`config.mk`:
```
export PLATFORM = sky130hd
export DESIGN_NAME = phy_page_counters_pcs_config
export DESIGN_NICKNAME = d
export VERILOG_FILES = /design/src/shared/phy_page_pkg.sv /design/src/shared/mgmt_if.sv /design/src/rtl/mdio_frame_engine.sv /design/src/rtl/phy_page_counters_pcs_config.sv
export VERILOG_INCLUDE_DIRS = /design/src /design/src/shared
export SDC_FILE = /design/constraint.sdc
export NUM_CORES = 1
export LEC_CHECK = 0
export ABC_CLOCK_PERIOD_IN_PS = 3400
export BUFFER_PORTS_ARGS = -buffer_cell sky130_fd_sc_hd__buf_2
export CAP_MARGIN = 20
export CORE_ASPECT_RATIO = 0.7
export CORE_MARGIN = 3
export CORE_UTILIZATION = 44
export CTS_CLUSTER_SIZE = 28
export DETAILED_ROUTE_END_ITERATION = 6
export PLACE_DENSITY_LB_ADDON = 0.2
export RECOVER_POWER = 50
export SYNTH_ARGS = -nofsm -noshare
export SYNTH_HDL_FRONTEND = slang
export SYNTH_HIERARCHICAL = 1
export SYNTH_SLANG_ARGS = --single-unit
```
`constraint.sdc`:
```
create_clock -name sys_clk_i -period 3.4 [get_ports sys_clk_i]
set_input_delay 0.34 -clock sys_clk_i [delete_from_list [all_inputs] [get_ports sys_clk_i]]
set_output_delay 0.34 -clock sys_clk_i [all_outputs]
set_load 0.01 [all_outputs]
```
`src/shared/phy_page_cfg.svh`:
```
`ifndef PHY_PAGE_CFG_SVH
`define PHY_PAGE_CFG_SVH

// Management register addresses
`define ADDR_PAGE_SEL    5'h13
`define ADDR_FC_TALLY    5'h14
`define ADDR_RX_TALLY    5'h15
`define ADDR_CODING_CTL  5'h16

// Page index field and encodings
`define PAGE_MSB         1
`define PAGE_LSB         0
`define PAGE_EXTENDED    2'h0
`define PAGE_TEST        2'h1
`define PAGE_DIAG        2'h2

// Coding sublayer control fields
`define CTL_FREE_BIT     11
`define CTL_TQ_BIT       10
`define CTL_SD_BIT       9
`define CTL_HOLD_BIT     8
`define CTL_DESC_BIT     7
`define CTL_HOLD_RST     1'h1

`define TALLY_MAX        8'hFF
`define TALLY_LSB        0
`define TALLY_MSB        7

// Timing
`define CLK_PERIOD_NS    100
`define DESC_SHORT_US    722
`define DESC_LONG_MS     2
`define DESC_SHORT_CYC   ((`DESC_SHORT_US * 1000) / `CLK_PERIOD_NS)
`define DESC_LONG_CYC    ((`DESC_LONG_MS * 1000000) / `CLK_PERIOD_NS)

// Management frame
`define PREAMBLE_LEN     6'h20
`define OP_READ          2'h2
`define OP_WRITE         2'h1
`define OP_LAST          6'h01
`define ADDR_LAST        6'h09
`define TA_LAST          6'h01
`define DATA_LAST        6'h0F

`endif

```
`src/shared/phy_page_pkg.sv`:
```
`default_nettype none
package phy_page_pkg;

    typedef enum logic [2:0] {
        ST_PREAMBLE = 3'h0,
        ST_START    = 3'h1,
        ST_OP       = 3'h2,
        ST_ADDR     = 3'h3,
        ST_TA       = 3'h4,
        ST_DATA     = 3'h5
    } mdio_state_t;

    typedef struct packed {
        logic        mdc_s1;
        logic        mdc_s2;
        logic        mdc_d;
        logic        mdio_s1;
        logic        mdio_s2;
        mdio_state_t state;
        logic [5:0]  cnt;
        logic [15:0] shreg;
        logic        is_read;
        logic        phy_hit;
        logic [4:0]  reg_addr;
        logic        oe_n;
        logic        mdio_out;
        logic        rd_stb;
        logic        wr_stb;
    } mdio_eng_t;

    typedef struct packed {
        logic [1:0]  page;
        logic [7:0]  fc_tally;
        logic [7:0]  rx_tally;
        logic        free_clk;
        logic        true_quiet;
        logic        sd_override;
        logic        link_hold;
        logic        desc_long;
        logic        in_carrier;
        logic        err_seen;
        logic        coll_seen;
        logic        sd;
        logic        link;
        logic [14:0] desc_cnt;
        logic        desc_timeout;
        logic [15:0] rdata;
    } bank_state_t;

endpackage
`default_nettype wire

```
`src/shared/mgmt_if.sv`:
```
`timescale 1ns/1ps
`default_nettype none
interface mgmt_if;
    logic        rd_stb;
    logic        wr_stb;
    logic [4:0]  addr;
    logic [15:0] wdata;
    logic [15:0] rdata;
    modport engine (output rd_stb, output wr_stb, output addr, output wdata, input rdata);
    modport bank   (input rd_stb, input wr_stb, input addr, input wdata, output rdata);
endinterface
`default_nettype wire

```
`src/rtl/mdio_frame_engine.sv`:
```
`timescale 1ns/1ps
`default_nettype none
`include "phy_page_cfg.svh"
module mdio_frame_engine
    import phy_page_pkg::*;
#(
    parameter logic [4:0] PHY_ADDR = 5'h01
) (
    // Clock and reset
    input  wire logic sys_clk_i,
    input  wire logic rst_n_i,
    // Management pins
    input  wire logic mdc_i,
    input  wire logic mdio_i,
    output logic      mdio_o,
    output logic      mdio_oe_n_o,
    // Register access
    mgmt_if.engine    mif
);

    // Synchronisers start at the idle-high pin level, so no false MDC edge follows reset
    localparam mdio_eng_t ENG_RESET = '{state: ST_PREAMBLE, oe_n: 1'b1, mdc_s1: 1'b1, mdc_s2: 1'b1, mdc_d: 1'b1,
                                        mdio_s1: 1'b1, mdio_s2: 1'b1, default: '0};

    mdio_eng_t  r;
    mdio_eng_t  n;
    logic       mdc_rise;
    logic       mdc_fall;
    logic [1:0] opcode;

    assign mdc_rise = r.mdc_s2 & ~r.mdc_d;
    assign mdc_fall = ~r.mdc_s2 & r.mdc_d;

    always_comb begin
        n = r;
        opcode = {r.shreg[0], r.mdio_s2};
        n.rd_stb = 1'b0;
        n.wr_stb = 1'b0;
        n.mdc_s1 = mdc_i;
        n.mdc_s2 = r.mdc_s1;
        n.mdc_d = r.mdc_s2;
        n.mdio_s1 = mdio_i;
        n.mdio_s2 = r.mdio_s1;
        if (mdc_rise) begin
            case (r.state)
                ST_PREAMBLE: begin
                    if (r.mdio_s2) begin
                        if (r.cnt != `PREAMBLE_LEN) n.cnt = r.cnt + 6'h01;
                    end else begin
                        if (r.cnt == `PREAMBLE_LEN) n.state = ST_START;
                        n.cnt = '0;
                    end
                end
                ST_START: n.state = r.mdio_s2 ? ST_OP : ST_PREAMBLE;
                ST_OP: begin
                    n.shreg = {r.shreg[14:0], r.mdio_s2};
                    n.cnt = r.cnt + 6'h01;
                    if (r.cnt == `OP_LAST) begin
                        n.is_read = (opcode == `OP_READ);
                        n.state = (opcode == `OP_READ || opcode == `OP_WRITE) ? ST_ADDR : ST_PREAMBLE;
                        n.cnt = '0;
                    end
                end
                ST_ADDR: begin
                    n.shreg = {r.shreg[14:0], r.mdio_s2};
                    n.cnt = r.cnt + 6'h01;
                    if (r.cnt == `ADDR_LAST) begin
                        n.phy_hit = (n.shreg[9:5] == PHY_ADDR);
                        n.reg_addr = n.shreg[4:0];
                        n.rd_stb = r.is_read & n.phy_hit;
                        n.state = ST_TA;
                        n.cnt = '0;
                    end
                end
                ST_TA: begin
                    n.cnt = r.cnt + 6'h01;
                    if (r.cnt == `TA_LAST) begin
                        n.state = ST_DATA;
                        n.cnt = '0;
                    end
                end
                ST_DATA: begin
                    if (!r.is_read) n.shreg = {r.shreg[14:0], r.mdio_s2};
                    n.cnt = r.cnt + 6'h01;
                    if (r.cnt == `DATA_LAST) begin
                        n.state = ST_PREAMBLE;
                        n.cnt = '0;
                        n.oe_n = 1'b1;
                        n.wr_stb = ~r.is_read & r.phy_hit;
                    end
                end
                default: begin
                    n.state = ST_PREAMBLE;
                    n.cnt = '0;
                end
            endcase
        end else if (mdc_fall && r.is_read && r.phy_hit) begin
            // Second turnaround bit is driven low, then data MSB first
            if (r.state == ST_TA && r.cnt == `TA_LAST) begin
                n.oe_n = 1'b0;
                n.mdio_out = 1'b0;
                n.shreg = mif.rdata;
            end else if (r.state == ST_DATA) begin
                n.mdio_out = r.shreg[15];
                n.shreg = {r.shreg[14:0], 1'b0};
            end
        end
    end

    always_ff @(posedge sys_clk_i) begin
        if (!rst_n_i) begin
            r <= ENG_RESET;
        end else begin
            r <= n;
        end
    end

    assign mdio_o = r.mdio_out;
    assign mdio_oe_n_o = r.oe_n;
    assign mif.rd_stb = r.rd_stb;
    assign mif.wr_stb = r.wr_stb;
    assign mif.addr = r.reg_addr;
    assign mif.wdata = r.shreg;

endmodule
`default_nettype wire

```
`src/rtl/phy_page_counters_pcs_config.sv`:
```
// Summary of operation
// - Two-bit page index picks the register page seen at addresses 14h-16h.
// - Page 0 extended, 1 test mode, 2 link diagnostics; only page 0 is implemented.
// - Reserved read-only bits ignore writes and read as zero.
// - Eight-bit false carrier tally counts each false carrier event.
// - False carrier tally sticks at FFh.
// - Receive error tally counts carriers holding at least one invalid symbol.
// - Receive error tally rises at most once per carrier event.
// - Carrier events with a collision do not count as receive errors.
// - Receive error tally sticks at its all-ones maximum.
// - Bit 11 set: receive clock free-runs; clear: phase follows alignment.
// - Bit 10 set: true quiet transmit; clear: normal transmit.
// - Bit 9 set forces signal detect reported; clear restores normal.
// - Bit 8 set (reset): link holds on valid signal despite lock loss.
// - Bit 8 clear: link needs valid signal and descrambler lock.
// - Descrambler timeout is 722 us, or 2 ms with bit 7 set.
`timescale 1ns/1ps
`default_nettype none
`include "phy_page_cfg.svh"
module phy_page_counters_pcs_config
    import phy_page_pkg::*;
#(
    parameter logic [4:0] PHY_ADDR       = 5'h01,
    parameter int         DESC_SHORT_CYC = `DESC_SHORT_CYC,
    parameter int         DESC_LONG_CYC  = `DESC_LONG_CYC
) (
    // Clock and reset
    input  wire logic       sys_clk_i,
    input  wire logic       rst_n_i,
    // Serial management pins
    input  wire logic       mdc_i,
    input  wire logic       mdio_i,
    output logic            mdio_o,
    output logic            mdio_oe_n_o,
    // Receive events
    input  wire logic       false_carrier_i,
    input  wire logic       carrier_valid_i,
    input  wire logic       invalid_symbol_i,
    input  wire logic       collision_i,
    // Signal detect and descrambler
    input  wire logic       signal_level_i,
    input  wire logic       descrambler_lock_i,
    input  wire logic       descrambler_sync_i,
    // Controls and status
    output logic [1:0]      page_select_o,
    output logic            rx_clk_free_run_o,
    output logic            true_quiet_o,
    output logic            signal_detect_o,
    output logic            link_up_o,
    output logic            descrambler_timeout_o
);

    localparam bank_state_t BANK_RESET = '{link_hold: `CTL_HOLD_RST, default: '0};

    mgmt_if mif ();

    bank_state_t r;
    bank_state_t n;
    logic        fc_clr;
    logic        rx_clr;
    logic        rx_count;
    logic [14:0] desc_limit;

    mdio_frame_engine #(
        .PHY_ADDR (PHY_ADDR)
    ) u_engine (
        .sys_clk_i   (sys_clk_i),
        .rst_n_i     (rst_n_i),
        .mdc_i       (mdc_i),
        .mdio_i      (mdio_i),
        .mdio_o      (mdio_o),
        .mdio_oe_n_o (mdio_oe_n_o),
        .mif         (mif.engine)
    );

    // Paged register visible only on the extended page
    function automatic logic page_hit(
        input logic [4:0] addr,
        input logic [1:0] page,
        input logic [4:0] target
    );
        return (page == `PAGE_EXTENDED) && (addr == target);
    endfunction

    function automatic logic [7:0] sat_inc(input logic [7:0] v);
        return (v == `TALLY_MAX) ? v : v + 8'h01;
    endfunction

    function automatic logic [15:0] read_word(
        input logic [4:0]  addr,
        input bank_state_t st
    );
        logic [15:0] w;
        w = 16'h0000;
        if (addr == `ADDR_PAGE_SEL) begin
            w[`PAGE_MSB:`PAGE_LSB] = st.page;
        end else if (page_hit(addr, st.page, `ADDR_FC_TALLY)) begin
            w[`TALLY_MSB:`TALLY_LSB] = st.fc_tally;
        end else if (page_hit(addr, st.page, `ADDR_RX_TALLY)) begin
            w[`TALLY_MSB:`TALLY_LSB] = st.rx_tally;
        end else if (page_hit(addr, st.page, `ADDR_CODING_CTL)) begin
            w[`CTL_FREE_BIT] = st.free_clk;
            w[`CTL_TQ_BIT] = st.true_quiet;
            w[`CTL_SD_BIT] = st.sd_override;
            w[`CTL_HOLD_BIT] = st.link_hold;
            w[`CTL_DESC_BIT] = st.desc_long;
        end
        return w;
    endfunction

    always_comb begin
        n = r;
        fc_clr = mif.rd_stb && page_hit(mif.addr, r.page, `ADDR_FC_TALLY);
        rx_clr = mif.rd_stb && page_hit(mif.addr, r.page, `ADDR_RX_TALLY);
        rx_count = r.in_carrier && !carrier_valid_i && r.err_seen && !r.coll_seen;
        desc_limit = r.desc_long ? 15'(DESC_LONG_CYC - 1) : 15'(DESC_SHORT_CYC - 1);
        n.desc_timeout = 1'b0;

        // Page selector; other pages are not implemented and read as zero
        if (mif.wr_stb && mif.addr == `ADDR_PAGE_SEL) begin
            n.page = mif.wdata[`PAGE_MSB:`PAGE_LSB];
        end

        // Only the defined control bits store; bit 6 and the rest drop
        if (mif.wr_stb && page_hit(mif.addr, r.page, `ADDR_CODING_CTL)) begin
            n.free_clk = mif.wdata[`CTL_FREE_BIT];
            n.true_quiet = mif.wdata[`CTL_TQ_BIT];
            n.sd_override = mif.wdata[`CTL_SD_BIT];
            n.link_hold = mif.wdata[`CTL_HOLD_BIT];
            n.desc_long = mif.wdata[`CTL_DESC_BIT];
        end

        // Read data is caught at the strobe, before any clear lands
        if (mif.rd_stb) begin
            n.rdata = read_word(mif.addr, r);
        end

        // Clear first so an event in the read cycle survives
        n.fc_tally = fc_clr ? 8'h00 : r.fc_tally;
        if (false_carrier_i) begin
            n.fc_tally = sat_inc(n.fc_tally);
        end

        // Errors and collisions are gathered over one carrier event
        n.in_carrier = carrier_valid_i;
        if (carrier_valid_i && !r.in_carrier) begin
            n.err_seen = invalid_symbol_i;
            n.coll_seen = collision_i;
        end else if (carrier_valid_i) begin
            n.err_seen = r.err_seen | invalid_symbol_i;
            n.coll_seen = r.coll_seen | collision_i;
        end

        // Counted once, at the end of the carrier event
        n.rx_tally = rx_clr ? 8'h00 : r.rx_tally;
        if (rx_count) begin
            n.rx_tally = sat_inc(n.rx_tally);
        end

        n.sd = signal_level_i | r.sd_override;

        if (!r.link) begin
            n.link = r.sd && descrambler_lock_i;
        end else if (!r.sd) begin
            n.link = 1'b0;
        end else if (!r.link_hold && !descrambler_lock_i) begin
            n.link = 1'b0;
        end

        // Timer restarts on every sync refresh while locked
        if (!descrambler_lock_i || descrambler_sync_i) begin
            n.desc_cnt = '0;
        end else if (r.desc_cnt == desc_limit) begin
            n.desc_cnt = '0;
            n.desc_timeout = 1'b1;
        end else begin
            n.desc_cnt = r.desc_cnt + 15'h0001;
        end
    end

    always_ff @(posedge sys_clk_i) begin
        if (!rst_n_i) begin
            r <= BANK_RESET;
        end else begin
            r <= n;
        end
    end

    assign mif.rdata = r.rdata;
    assign page_select_o = r.page;
    assign rx_clk_free_run_o = r.free_clk;
    assign true_quiet_o = r.true_quiet;
    assign signal_detect_o = r.sd;
    assign link_up_o = r.link;
    assign descrambler_timeout_o = r.desc_timeout;

    logic [14:0] desc_limit_q;
    logic        desc_long_q;

    always_ff @(posedge sys_clk_i) begin
        desc_limit_q <= desc_limit;
        desc_long_q <= r.desc_long;
    end
endmodule
`default_nettype wire

```
Word-level counts from Yosys, hierarchy flattened:

Index checks and enable logic that the tools add are counted.

* register bits after elaboration: 97
* output and inout bits: 9

* add/subtract/negate cells: 4
* equality and inequality tests: 31
* multiplexer cells: 46
* bitwise logic cells: 13
* reduce and logical (&&, ||, !) cells: 42

Operators with widths (number)
* $mux 16: 5
* $mux 8: 7
* $mux 9: 4
* $pmux 6 s6: 1
* $pmux 16 s2: 1
* $eq 5x5->1 const B: 4
* $pmux 3 s6: 1
* $add 8x1->8 const B: 2
* $eq 8x8->1 const B: 2
* $logic_and 1x1->1: 16
* $reduce_and 4->1: 4
* $add 15x1->15 const B: 1
* $eq 15x15->1: 1
* $mux 15: 1
* $eq 6x4->1 const B: 2
* $mux 2: 6
* $mux 6: 2
* $reduce_and 3->1: 4
* $mux 1: 11
* $mux 10: 1
* $ne 2x1->1 const B: 5
* $ne 3x3->1 const B: 3
* $mux 4: 2
* $reduce_bool 2->1: 4
* 25 further kinds: 46

Logic depth before layout (Yosys ltp):

Gate-level depths: netlist (run 1).

* depth after elaboration: 7
* gate-level depth with buffers: 8

Hierarchy:

The synthesis (run 1) kept the hierarchy.

Modules (own cells, without submodules)
* phy_page_counters_pcs_config: times used 1, cells each 279, area each 2547.4 um^2, seq. area each 1121.1 um^2
* mdio_frame_engine: times used 1, cells each 259, area each 2244.7 um^2, seq. area each 820.8 um^2

Worst setup path after synthesis (run 1):

Ideal clock, no wire load.

* kind: register -> register
* start: register u_engine/r[27] (netlist name)
* end: register u_engine/r[33] (netlist name)
* library setup time: 0.120 ns
* arrival: 1.954 ns
* path slack: 1.326 ns
* cell stages (with the launch flop): 8
* path buffers: 1
* clock period less this slack: 2.074 ns
* cells stage by stage: dfxtp_1 -> ha_1 -> nand2_1 -> or4_4 -> a311o_1 -> buf_6 -> a211o_1 -> mux2i_1

* word-level cells in the longest chain between the ends: 3

RTL lines
* from (decl): line mdio_frame_engine.sv:25 `mdio_eng_t r;`
* from (signal assigned): line mdio_frame_engine.sv:114 `r <= n;`
* $eq 6x1->1 (no line), or another cell as far along
* $ne 2x1->1 (no line)
* $reduce_and 7->1 (no line) (*)

Every way passes the cells marked *; elsewhere a longest branch is shown, timed or not.
A chain may end at the register's enable or synchronous reset.

==> flow_summary_export.csv, run 1 <==
group,metric,value,unit
clocking,ctsResizeCount,0,
route,drt-initial-drc-count,322,
min_path,min_path_type,"in -> reg",
power_and_ir_drop,total_leakage_power,1.69,nW
timing,rsz0062_at_grt,"false",
timing,slew_headroom,-0.0240,
route,wl_per_cell,14.6,µm
timing,setup_viol,0,
clocking,clk-insertion-delay-late,0.34,ns
worst_setup_path,worstPathArrival,2.94,ns
global_route,grtUsageTotal,0.166,
worst_setup_path,setup.worst_path.end_class,"flop",
power_and_ir_drop,switching_share,0.224,
placement,hpwl,6.74,mm
clocking,cts_buffers,9,
clocking,cts_setup_buffers,0,
timing,tns,0,ns
layout,seqCellArea,1940,µm²
clocking,hold_buffers,0,
power_and_ir_drop,p_per_area,432,nW/µm²
timing,max_freq,374,MHz
clocking,cts_root_buffer,"clkbuf_16",
power_and_ir_drop,clkPwrFrac,0.448,
yosys,postSynthAreaPerCell,8.93,µm²
clocking,cts_tree,"built",
status,violations,"capacitance limit, slew limit",
yosys,synth_warnings,6,
floorplanning,pin_count,20,
placement,dpl_worst_slack,0.894,ns
power_and_ir_drop,p_int,1.70,mW
job,max_cap_violations,1,
power_and_ir_drop,switching_power,489,µW
power_and_ir_drop,ir_drop,0.300,mV
route,vias,3660,
global_route,grt_antenna_before_repair,0,
floorplanning,die_w,130,µm
global_route,grt-ovfl-total,0,
route,firstDrtPassIters,5,
power_and_ir_drop,seq_power_share,0.527,
yosys,syn_inst,529,
timing,fin_hold_ws,0.182,ns
clocking,clockBufferDepth,2,
floorplanning,die_h,92.7,µm
global_route,first_global_vias,3290,
layout,fillers,966,
timing,worst_pin_slew,1.54,ns
floorplanning,rows,30,
timing,worst_slack,0.726,ns
clocking,clkTransAtPathRegs,0.07,ns
power_and_ir_drop,pwr-share-comb,0.025,
layout,area_delta_synth_final,7.10,%
timing,drv_slew,37,
layout,drive_gt1_frac,0.0811,
floorplanning,initial_core_util,0.470,
floorplanning,die_area,12000,µm²
floorplanning,coreArea,10100,µm²
route,wl,9.60,mm
layout,fin_nets,543,
worst_setup_path,critPathKind,"in -> reg",
placement,port_buffers,19,
layout,fin_area,5060,µm²
status,status,"finished with violations",
timing,fin_crit,2.67,ns
clocking,cts_max_level,3,
timing,clock_skew,0.00850,ns
yosys,syn_area,4720,µm²
layout,multi_input_area,2500,µm²
placement,post_dp_cell_area,4810,µm²
route,drc,0,
worst_setup_path,critPathMaxFanout,37,
global_route,grt_pass1_wl,16.1,mm
global_route,grt_max_degree,38,
placement,place_congestion,0.844,
clocking,numClockSinks,97,
route,detail-route-antenna-nets,0,
layout,finish.utilization,0.503,
worst_setup_path,start_kind,"input pin",
timing,period_share,0.786,
worst_setup_path,cp_data_required_time,3.67,ns
route,avgViaCountPerCell,5.56,
layout,diodes,0,
timing,finalHoldViolations,0,
## registers in the layout, indices dropped and copies added (netlist names)
register and count:
u_engine/mif.rd_stb 1, true_quiet_o 1, page_select_o 2, u_engine/r 12, u_engine/mdio_oe_n_o 1, u_engine/n 3, link_up_o 1, signal_detect_o 1
u_engine/mif.addr 5, descrambler_timeout_o 1, mif.rdata 12, u_engine/mif.wdata 16, u_engine/mdio_o 1, rx_clk_free_run_o 1, u_engine/mif.wr_stb 1, u_engine/opcode 1
r 37
## cell type report
class | instances | share of cell area
Multi-Input combinational cell | 378 | 0.494
Sequential cell | 97 | 0.384
Clock buffer | 11 | 0.0480
Tap cell | 128 | 0.0317
Timing Repair Buffer | 24 | 0.0230
Inverter | 15 | 0.0111
Clock inverter | 5 | 0.00865
## placed cells by master (no fill, tap or decap), types with 6 or more instances in the layout
cell / instances
a21oi_1: 34
a31oi_1: 11
and2_1: 6
buf_2: 9
clkbuf_1: 12
clkbuf_16: 9
dfxtp_1: 97
ha_1: 7
inv_1: 15
mux2i_1: 38
nand2_1: 30
nand2b_1: 13
nand3_1: 21
nand3b_1: 6
nand4_1: 12
nor2_1: 15
nor2b_1: 28
nor3_1: 30
nor4_1: 6
o21ai_0: 26
o22ai_1: 8
xnor2_1: 11
## stage by stage
stage               power [mW]  instances
floorplan                 1.21        532
detailed placement        1.24        642
global route              2.26        658
global placement          1.23        642
CTS                       2.22        658
finish                    2.18        658
## routing by layer
layer | vias up | share of wire | global-route usage
li1 | 1899 | - | -
met1 | 1674 | 0.54 | 0.256
met2 | 77 | 0.39 | 0.216
met3 | 10 | 0.054 | 0.0467
met4 | 0 | 0.014 | 0.0545
met5 | - | 0 | 0
## power groups by stage
stage               Combinational (mW)  Clock [mW]  Sequential, mW
detailed placement              0.0582           0            1.18
global route                    0.0615        1.05            1.15
CTS                             0.0583        1.01            1.15
finish                          0.0553       0.978            1.15
floorplan                       0.0387           0            1.18
global placement                0.0573           0            1.18
## worst paths after layout
kind,start,to,slack (ns),cells past startpoint
setup / recovery,rst_n_i,u_engine/mif.wdata[10],0.73,4
hold / removal,mdc_i,u_engine/n[39],0.18,2
setup reg to reg,u_engine/r[35],u_engine/mif.wdata[10],0.78,6
hold reg to reg,u_engine/n[39],u_engine/n[38],0.41,1
## worst max-delay path: stages
cell and delay [ns]:
clkbuf_1 1.08, clkbuf_1 1.03, o21ai_0 0.27, a21oi_1 0.20
(Power assumes the default switching activity.)
==> run 2: changes to the inputs <==
--- a/config.mk
+++ b/config.mk
@@ -6,7 +6,7 @@
 export SDC_FILE = /design/constraint.sdc
 export NUM_CORES = 1
 export LEC_CHECK = 0
-export ABC_CLOCK_PERIOD_IN_PS = 3400
+export ABC_CLOCK_PERIOD_IN_PS = 2700
 export BUFFER_PORTS_ARGS = -buffer_cell sky130_fd_sc_hd__buf_2
 export CAP_MARGIN = 20
 export CORE_ASPECT_RATIO = 0.7
==> constraint.sdc (replaced) <==
create_clock -name sys_clk_i -period 2.7 [get_ports sys_clk_i]
set_input_delay 0.27 -clock sys_clk_i [delete_from_list [all_inputs] [get_ports sys_clk_i]]
set_output_delay 0.27 -clock sys_clk_i [all_outputs]
set_load 0.01 [all_outputs]
==> run 2 against run 1 <==
  * Largest power group unchanged
  * Power is 30% higher
  * Register-to-register slack worse by 0.41 ns
  * Via count is 4.2% higher
  * Hold slack worse by 0.079 ns
  * Wire length is 6.4% higher
  * The flow still finishes with violations (capacitance limit, slew limit)
  * Sequential power is 26% higher
  * First-iteration DRC count is 14% lower
  * Critical path depth is 3 higher
  * Highest routed layer unchanged
  * Sequential cell count stayed put
  * Cell count is 0.91% higher
  * Combinational power is 35% higher
==> flow_summary_export.csv, run 2 (synthesis gave the netlist of run 1 again) <==
group,metric,value,unit
route,detail-route-antenna-nets,0,
worst_setup_path,critPathMaxFanout,10,
min_path,timing.hold.worst.start,"mdc_i",
clocking,cts_buffers,9,
layout,drive_gt1_frac,0.0951,
power_and_ir_drop,seq_power_share,0.512,
floorplanning,coreArea,10100,µm²
job,max_cap_violations,1,
worst_setup_path,cp_num_buf_inv,1,
timing,fin_crit,2.33,ns
global_route,grt_max_degree,36,
floorplanning,die_w,130,µm
timing,tns,0,ns
layout,final_common_cell,"dfxtp_1",
global_route,grtUsageTotal,0.176,
clocking,clkTransAtPathRegs,0.07,ns
clocking,cts_max_level,3,
timing,slew_headroom,-0.0745,
power_and_ir_drop,total_leakage_power,1.74,nW
worst_setup_path,critPathKind,"reg -> reg",
power_and_ir_drop,pwr-share-comb,0.026,
power_and_ir_drop,p_per_area,551,nW/µm²
global_route,grt-ovfl-total,0,
clocking,clk-insertion-delay-late,0.35,ns
floorplanning,die_h,92.7,µm
clocking,cts_setup_buffers,0,
clocking,hold_buffers,0,
layout,finish.utilization,0.511,
power_and_ir_drop,p_int,2.20,mW
floorplanning,die_area,12000,µm²
timing,worst_pin_slew,1.61,ns
placement,port_buffers,19,
layout,layout_common_cells,"dfxtp_1, mux2i_1, a21oi_1",
route,drt-initial-drc-count,278,
worst_setup_path,critPathLaunch,"u_engine/r[27]",
timing,max_freq,428,MHz
timing,clock_skew,0.00768,ns
timing,drv_slew,35,
timing,period_share,0.865,
placement,place_congestion,0.904,
route,wl_per_cell,15.4,µm
timing,finalHoldViolations,0,
route,vias,3815,
worst_setup_path,r2r_start,"u_engine/r[27]",
status,status,"finished with violations",
layout,area_delta_synth_final,8.74,%
worst_setup_path,setup.worst_path.end_class,"flop",
layout,seqCellArea,1940,µm²
global_route,grt_pass1_wl,17.0,mm
timing,setup_viol,0,
layout,fin_nets,549,
floorplanning,rows,30,
layout,diodes,0,
layout,multi_input_area,2500,µm²
worst_setup_path,crit_path_max_incr_delay,0.66,ns
worst_setup_path,start_kind,"flop",
power_and_ir_drop,p_total,2.83,mW
worst_setup_path,crit_chain,"inv_1, ha_1, nor2b_1, a41oi_1, o21ai_2, or4b_2, a31oi_1",
power_and_ir_drop,ir_drop,0.326,mV
route,firstDrtPassIters,5,
worst_setup_path,cp_data_required_time,2.97,ns
layout,top_register,"r",
route,avgViaCountPerCell,5.75,
power_and_ir_drop,clkPwrFrac,0.461,
layout,fillers,923,
clocking,ctsResizeCount,0,
floorplanning,pin_count,20,
worst_setup_path,crit_slowest_cell,"or4b_2",
clocking,cts_tree,"built",
power_and_ir_drop,switching_share,0.223,
layout,largest_register_ffs,37,
route,drc,0,
placement,hpwl,7.08,mm
timing,rsz0062_at_grt,"false",
worst_setup_path,path_delay_family,"simple AND/OR/NAND/NOR gates",
clocking,cts_root_buffer,"clkbuf_16",
global_route,first_global_vias,3418,
clocking,numClockSinks,97,
power_and_ir_drop,switching_power,632,µW
floorplanning,initial_core_util,0.470,
status,violations,"capacitance limit, slew limit",
min_path,min_path_type,"in -> reg",
worst_setup_path,worstPathArrival,2.61,ns
route,wl,10.2,mm
global_route,grt_antenna_before_repair,0,
clocking,clockBufferDepth,2,
## run 2: cell types whose count changed in the layout (fill, tap and decap cells not counted), sizes merged
cell	delta
buf	+6
clkbuf	-2
clkinv	+2
inv	-2
bufinv	+1
clkinvlp	+1
## run 2: worst reg2reg max path: cells and delay by family (launching register included)
| kind | cells | cell delay, ns |
|---|---|---|
| buffers and inverters | 1 | 0.09 |
| adder cells (fa/ha/maj) | 1 | 0.19 |
| AND/OR/NAND/NOR | 2 | 0.80 |
| flip-flops | 1 | 0.40 |
| AO/OA/AOI/OAI | 3 | 0.77 |
## run 2: metal layers
layer / share of wire / vias up / routed length, µm / global-route usage
met5: 0 / - / 0 / 0
met4: 0.0094 / 0 / 96 / 0.0571
met3: 0.058 / 10 / 589 / 0.0392
met2: 0.40 / 106 / 4100 / 0.241
met1: 0.53 / 1795 / 5430 / 0.270
li1: - / 1904 / - / -
## run 2: final timing paths
| path | to | slack (ns) | cells past startpoint |
|---|---|---|---|
| max | u_engine/r[30] | 0.37 | 7 |
| min | u_engine/n[39] | 0.10 | 2 |
| max reg2reg | u_engine/r[30] | 0.37 | 7 |
| min reg2reg | u_engine/n[38] | 0.41 | 1 |
## run 2: power by group through the flow
| stage | clock, mW | sequential [mW] | combinational (mW) |
|---|---|---|---|
| 2_1_floorplan | 0 | 1.48 | 0.0487 |
| 3_3_place_gp | 0 | 1.48 | 0.0736 |
| 3_5_place_dp | 0 | 1.48 | 0.0755 |
| 4_1_cts | 1.34 | 1.45 | 0.0757 |
| 5_1_grt | 1.39 | 1.45 | 0.0833 |
| 6_report | 1.31 | 1.45 | 0.0745 |
## run 2: final cells by class
class                   instances  share of cell area
flip-flops and latches         97               0.378
clock buffers                   9              0.0438
well taps                     128              0.0312
repair buffers                 30              0.0339
inverters                      15              0.0110
clock inverters                 7              0.0151
multi-input cells             378               0.487
## run 2: per-stage QoR
step / instances / instance area, µm² / hold WS [ns] / setup slack [ns]
after global routing: 664 / 5140 / 0.112 / 0.206
final: 664 / 5140 / 0.103 / 0.365
after floorplan: 532 / 4740 / 0.343 / 0.626
after global placement: 648 / 4850 / 0.395 / 0.487
after CTS: 664 / 5150 / 0.0886 / 0.397
after detailed placement: 648 / 4850 / 0.395 / 0.420
==> run 3: changes to the inputs <==
--- a/config.mk
+++ b/config.mk
@@ -11,7 +11,7 @@
 export CAP_MARGIN = 20
 export CORE_ASPECT_RATIO = 0.7
 export CORE_MARGIN = 3
-export CORE_UTILIZATION = 44
+export CORE_UTILIZATION = 45
 export CTS_CLUSTER_SIZE = 28
 export DETAILED_ROUTE_END_ITERATION = 6
 export PLACE_DENSITY_LB_ADDON = 0.2
==> run 3 against run 2 <==
  * The flow now finishes without violations
  * Combinational power decreased by 5.0%
  * Non-clock buffer count is 1 higher
  * Die area shrank 2.1%
  * Sequential cell count did not move
==> flow_summary_export.csv, run 3 (synthesis gave the netlist of run 1 again) <==
group,metric,value,unit
timing,setup_viol,0,
timing,period_share,0.872,
power_and_ir_drop,p_total,2.72,mW
clocking,clk-insertion-delay-late,0.34,ns
clocking,clockBufferDepth,2,
worst_setup_path,reg2reg_to,"u_engine/r[35]",
floorplanning,pin_count,20,
timing,fin_crit,2.35,ns
layout,area_delta_synth_final,7.89,%
worst_setup_path,r2r_cells,5,
worst_setup_path,critPathMaxFanout,13,
timing,drv_slew,0,
clocking,ctsResizeCount,0,
floorplanning,initial_core_util,0.475,
worst_setup_path,setup.worst_path.end_class,"flop",
min_path,min_path_type,"in -> reg",
route,firstDrtPassIters,6,
worst_setup_path,critPathKind,"reg -> reg",
timing,tns,0,ns
floorplanning,coreArea,9950,µm²
placement,dpl_worst_slack,0.415,ns
min_path,timing.hold.worst.start,"mdc_i",
layout,largest_register_ffs,37,
placement,port_buffers,19,
placement,place_congestion,0.851,
route,wl,9.91,mm
clocking,hold_buffers,0,
power_and_ir_drop,switching_share,0.219,
floorplanning,die_w,128,µm
worst_setup_path,reg2reg_slack,0.35,ns
worst_setup_path,cp_num_buf_inv,0,
clocking,cts_max_level,3,
status,status,"complete, no violations",
clocking,cts_tree,"built",
worst_setup_path,crit_path_max_incr_delay,0.55,ns
worst_setup_path,start_kind,"flop",
timing,rsz0062_at_grt,"false",
route,drt-initial-drc-count,326,
power_and_ir_drop,seq_power_share,0.534,
worst_setup_path,cp_data_required_time,2.92,ns
route,detail-route-antenna-nets,0,
worst_setup_path,r2r_start,"u_engine/r[30]",
layout,fin_nets,550,
power_and_ir_drop,p_per_area,534,nW/µm²
worst_setup_path,path_delay_family,"compound AO/OA/AOI/OAI gates",
timing,max_freq,425,MHz
placement,hpwl,6.99,mm
timing,fin_hold_ws,0.108,ns
clocking,cts_root_buffer,"clkbuf_16",
global_route,grt-ovfl-total,0,
power_and_ir_drop,switching_power,596,µW
min_path,whs_path_depth,2,
power_and_ir_drop,ir_drop,0.292,mV
power_and_ir_drop,total_leakage_power,1.71,nW
power_and_ir_drop,pwr-share-comb,0.026,
worst_setup_path,worstPathArrival,2.57,ns
layout,final_common_cell,"dfxtp_1",
route,drc,0,
power_and_ir_drop,p_int,2.12,mW
global_route,grtUsageTotal,0.171,
route,avgViaCountPerCell,5.71,
floorplanning,die_h,91.7,µm
power_and_ir_drop,clkPwrFrac,0.440,
worst_setup_path,crit_slowest_cell,"or4_1",
layout,layout_common_cells,"dfxtp_1, mux2i_1, a21oi_1",
timing,clock_skew,0.00720,ns
timing,finalHoldViolations,0,
layout,top_register,"r",
clocking,numClockSinks,97,
global_route,first_global_vias,3345,
global_route,grt_antenna_before_repair,0,
timing,worst_slack,0.346,ns
floorplanning,die_area,11800,µm²
min_path,holdPathEnd,"u_engine/n[39]",
clocking,clkTransAtPathRegs,0.06,ns
global_route,grt_max_degree,28,
layout,fillers,905,
floorplanning,rows,30,
timing,worst_pin_slew,1.17,ns
worst_setup_path,crit_chain,"nand2_1, or4_1, a311o_1, a211o_1, mux2i_1",
clocking,cts_buffers,9,
layout,drive_gt1_frac,0.0875,
route,vias,3797,
clocking,cts_setup_buffers,0,
global_route,grt_pass1_wl,16.4,mm
route,wl_per_cell,14.9,µm
job,max_cap_violations,0,
layout,diodes,0,
timing,slew_headroom,0.217,
run 3: changes by cell type in the layout (fill, tap and decap cells not counted):
| cell | previous run | this run |
|---|---|---|
| nand3b_1 | 5 | 6 |
| clkinvlp_4 | 1 | 3 |
| and2_0 | 4 | 3 |
| inv_6 | 3 | 1 |
| clkbuf_1 | 11 | 14 |
| or4_4 | 1 | 0 |
| clkbuf_8 | 0 | 1 |
| bufinv_16 | 1 | 0 |
| and2_1 | 4 | 5 |
| clkinv_2 | 1 | 0 |
| nand3b_2 | 1 | 0 |
| buf_12 | 1 | 0 |
| or4_1 | 1 | 2 |
run 3: worst max-delay path by stage:
stage	start	end	slack, ns	cells after the start
after floorplan	u_engine/r[27]	u_engine/r[33]	0.63	7
after global routing	u_engine/r[30]	u_engine/r[35]	0.19	5
after global placement	u_engine/r[30]	u_engine/r[33]	0.48	5
after CTS	u_engine/r[30]	u_engine/r[35]	0.40	5
final	u_engine/r[30]	u_engine/r[35]	0.35	5
after detailed placement	u_engine/r[30]	u_engine/r[35]	0.42	5
run 3: metrics by stage:
| stage | util | std cells | area, µm² |
|---|---|---|---|
| 6_report | 0.512 | 665 | 5100 |
| 5_1_grt | 0.512 | 665 | 5100 |
| 4_1_cts | 0.516 | 665 | 5130 |
| 3_5_place_dp | 0.487 | 649 | 4850 |
| 3_3_place_gp | 0.487 | 649 | 4850 |
| 2_1_floorplan | - | 532 | 4740 |
run 3: layout make-up:
class                   instances  area (µm²)  share of cell area
well taps                     128         160              0.0314
clock buffers                  11         243              0.0476
multi-input cells             378        2490               0.489
inverters                      15        56.3              0.0110
flip-flops and latches         97        1940               0.381
clock inverters                 5        40.0             0.00785
repair buffers                 31         161              0.0317
run 3: routing by layer:
layer / part of all wire / vias up / global-route usage
li1: - / 1910 / -
met1: 0.54 / 1774 / 0.261
met2: 0.40 / 103 / 0.234
met3: 0.046 / 10 / 0.0419
met4: 0.010 / 0 / 0.0495
met5: 0 / - / 0
run 3: power groups by stage:
stage	clock network [mW]	logic, mW	registers, mW
6_report	1.20	0.0708	1.45
5_1_grt	1.28	0.0788	1.45
4_1_cts	1.24	0.0734	1.45
3_5_place_dp	0	0.0730	1.48
3_3_place_gp	0	0.0719	1.48
2_1_floorplan	0	0.0487	1.48
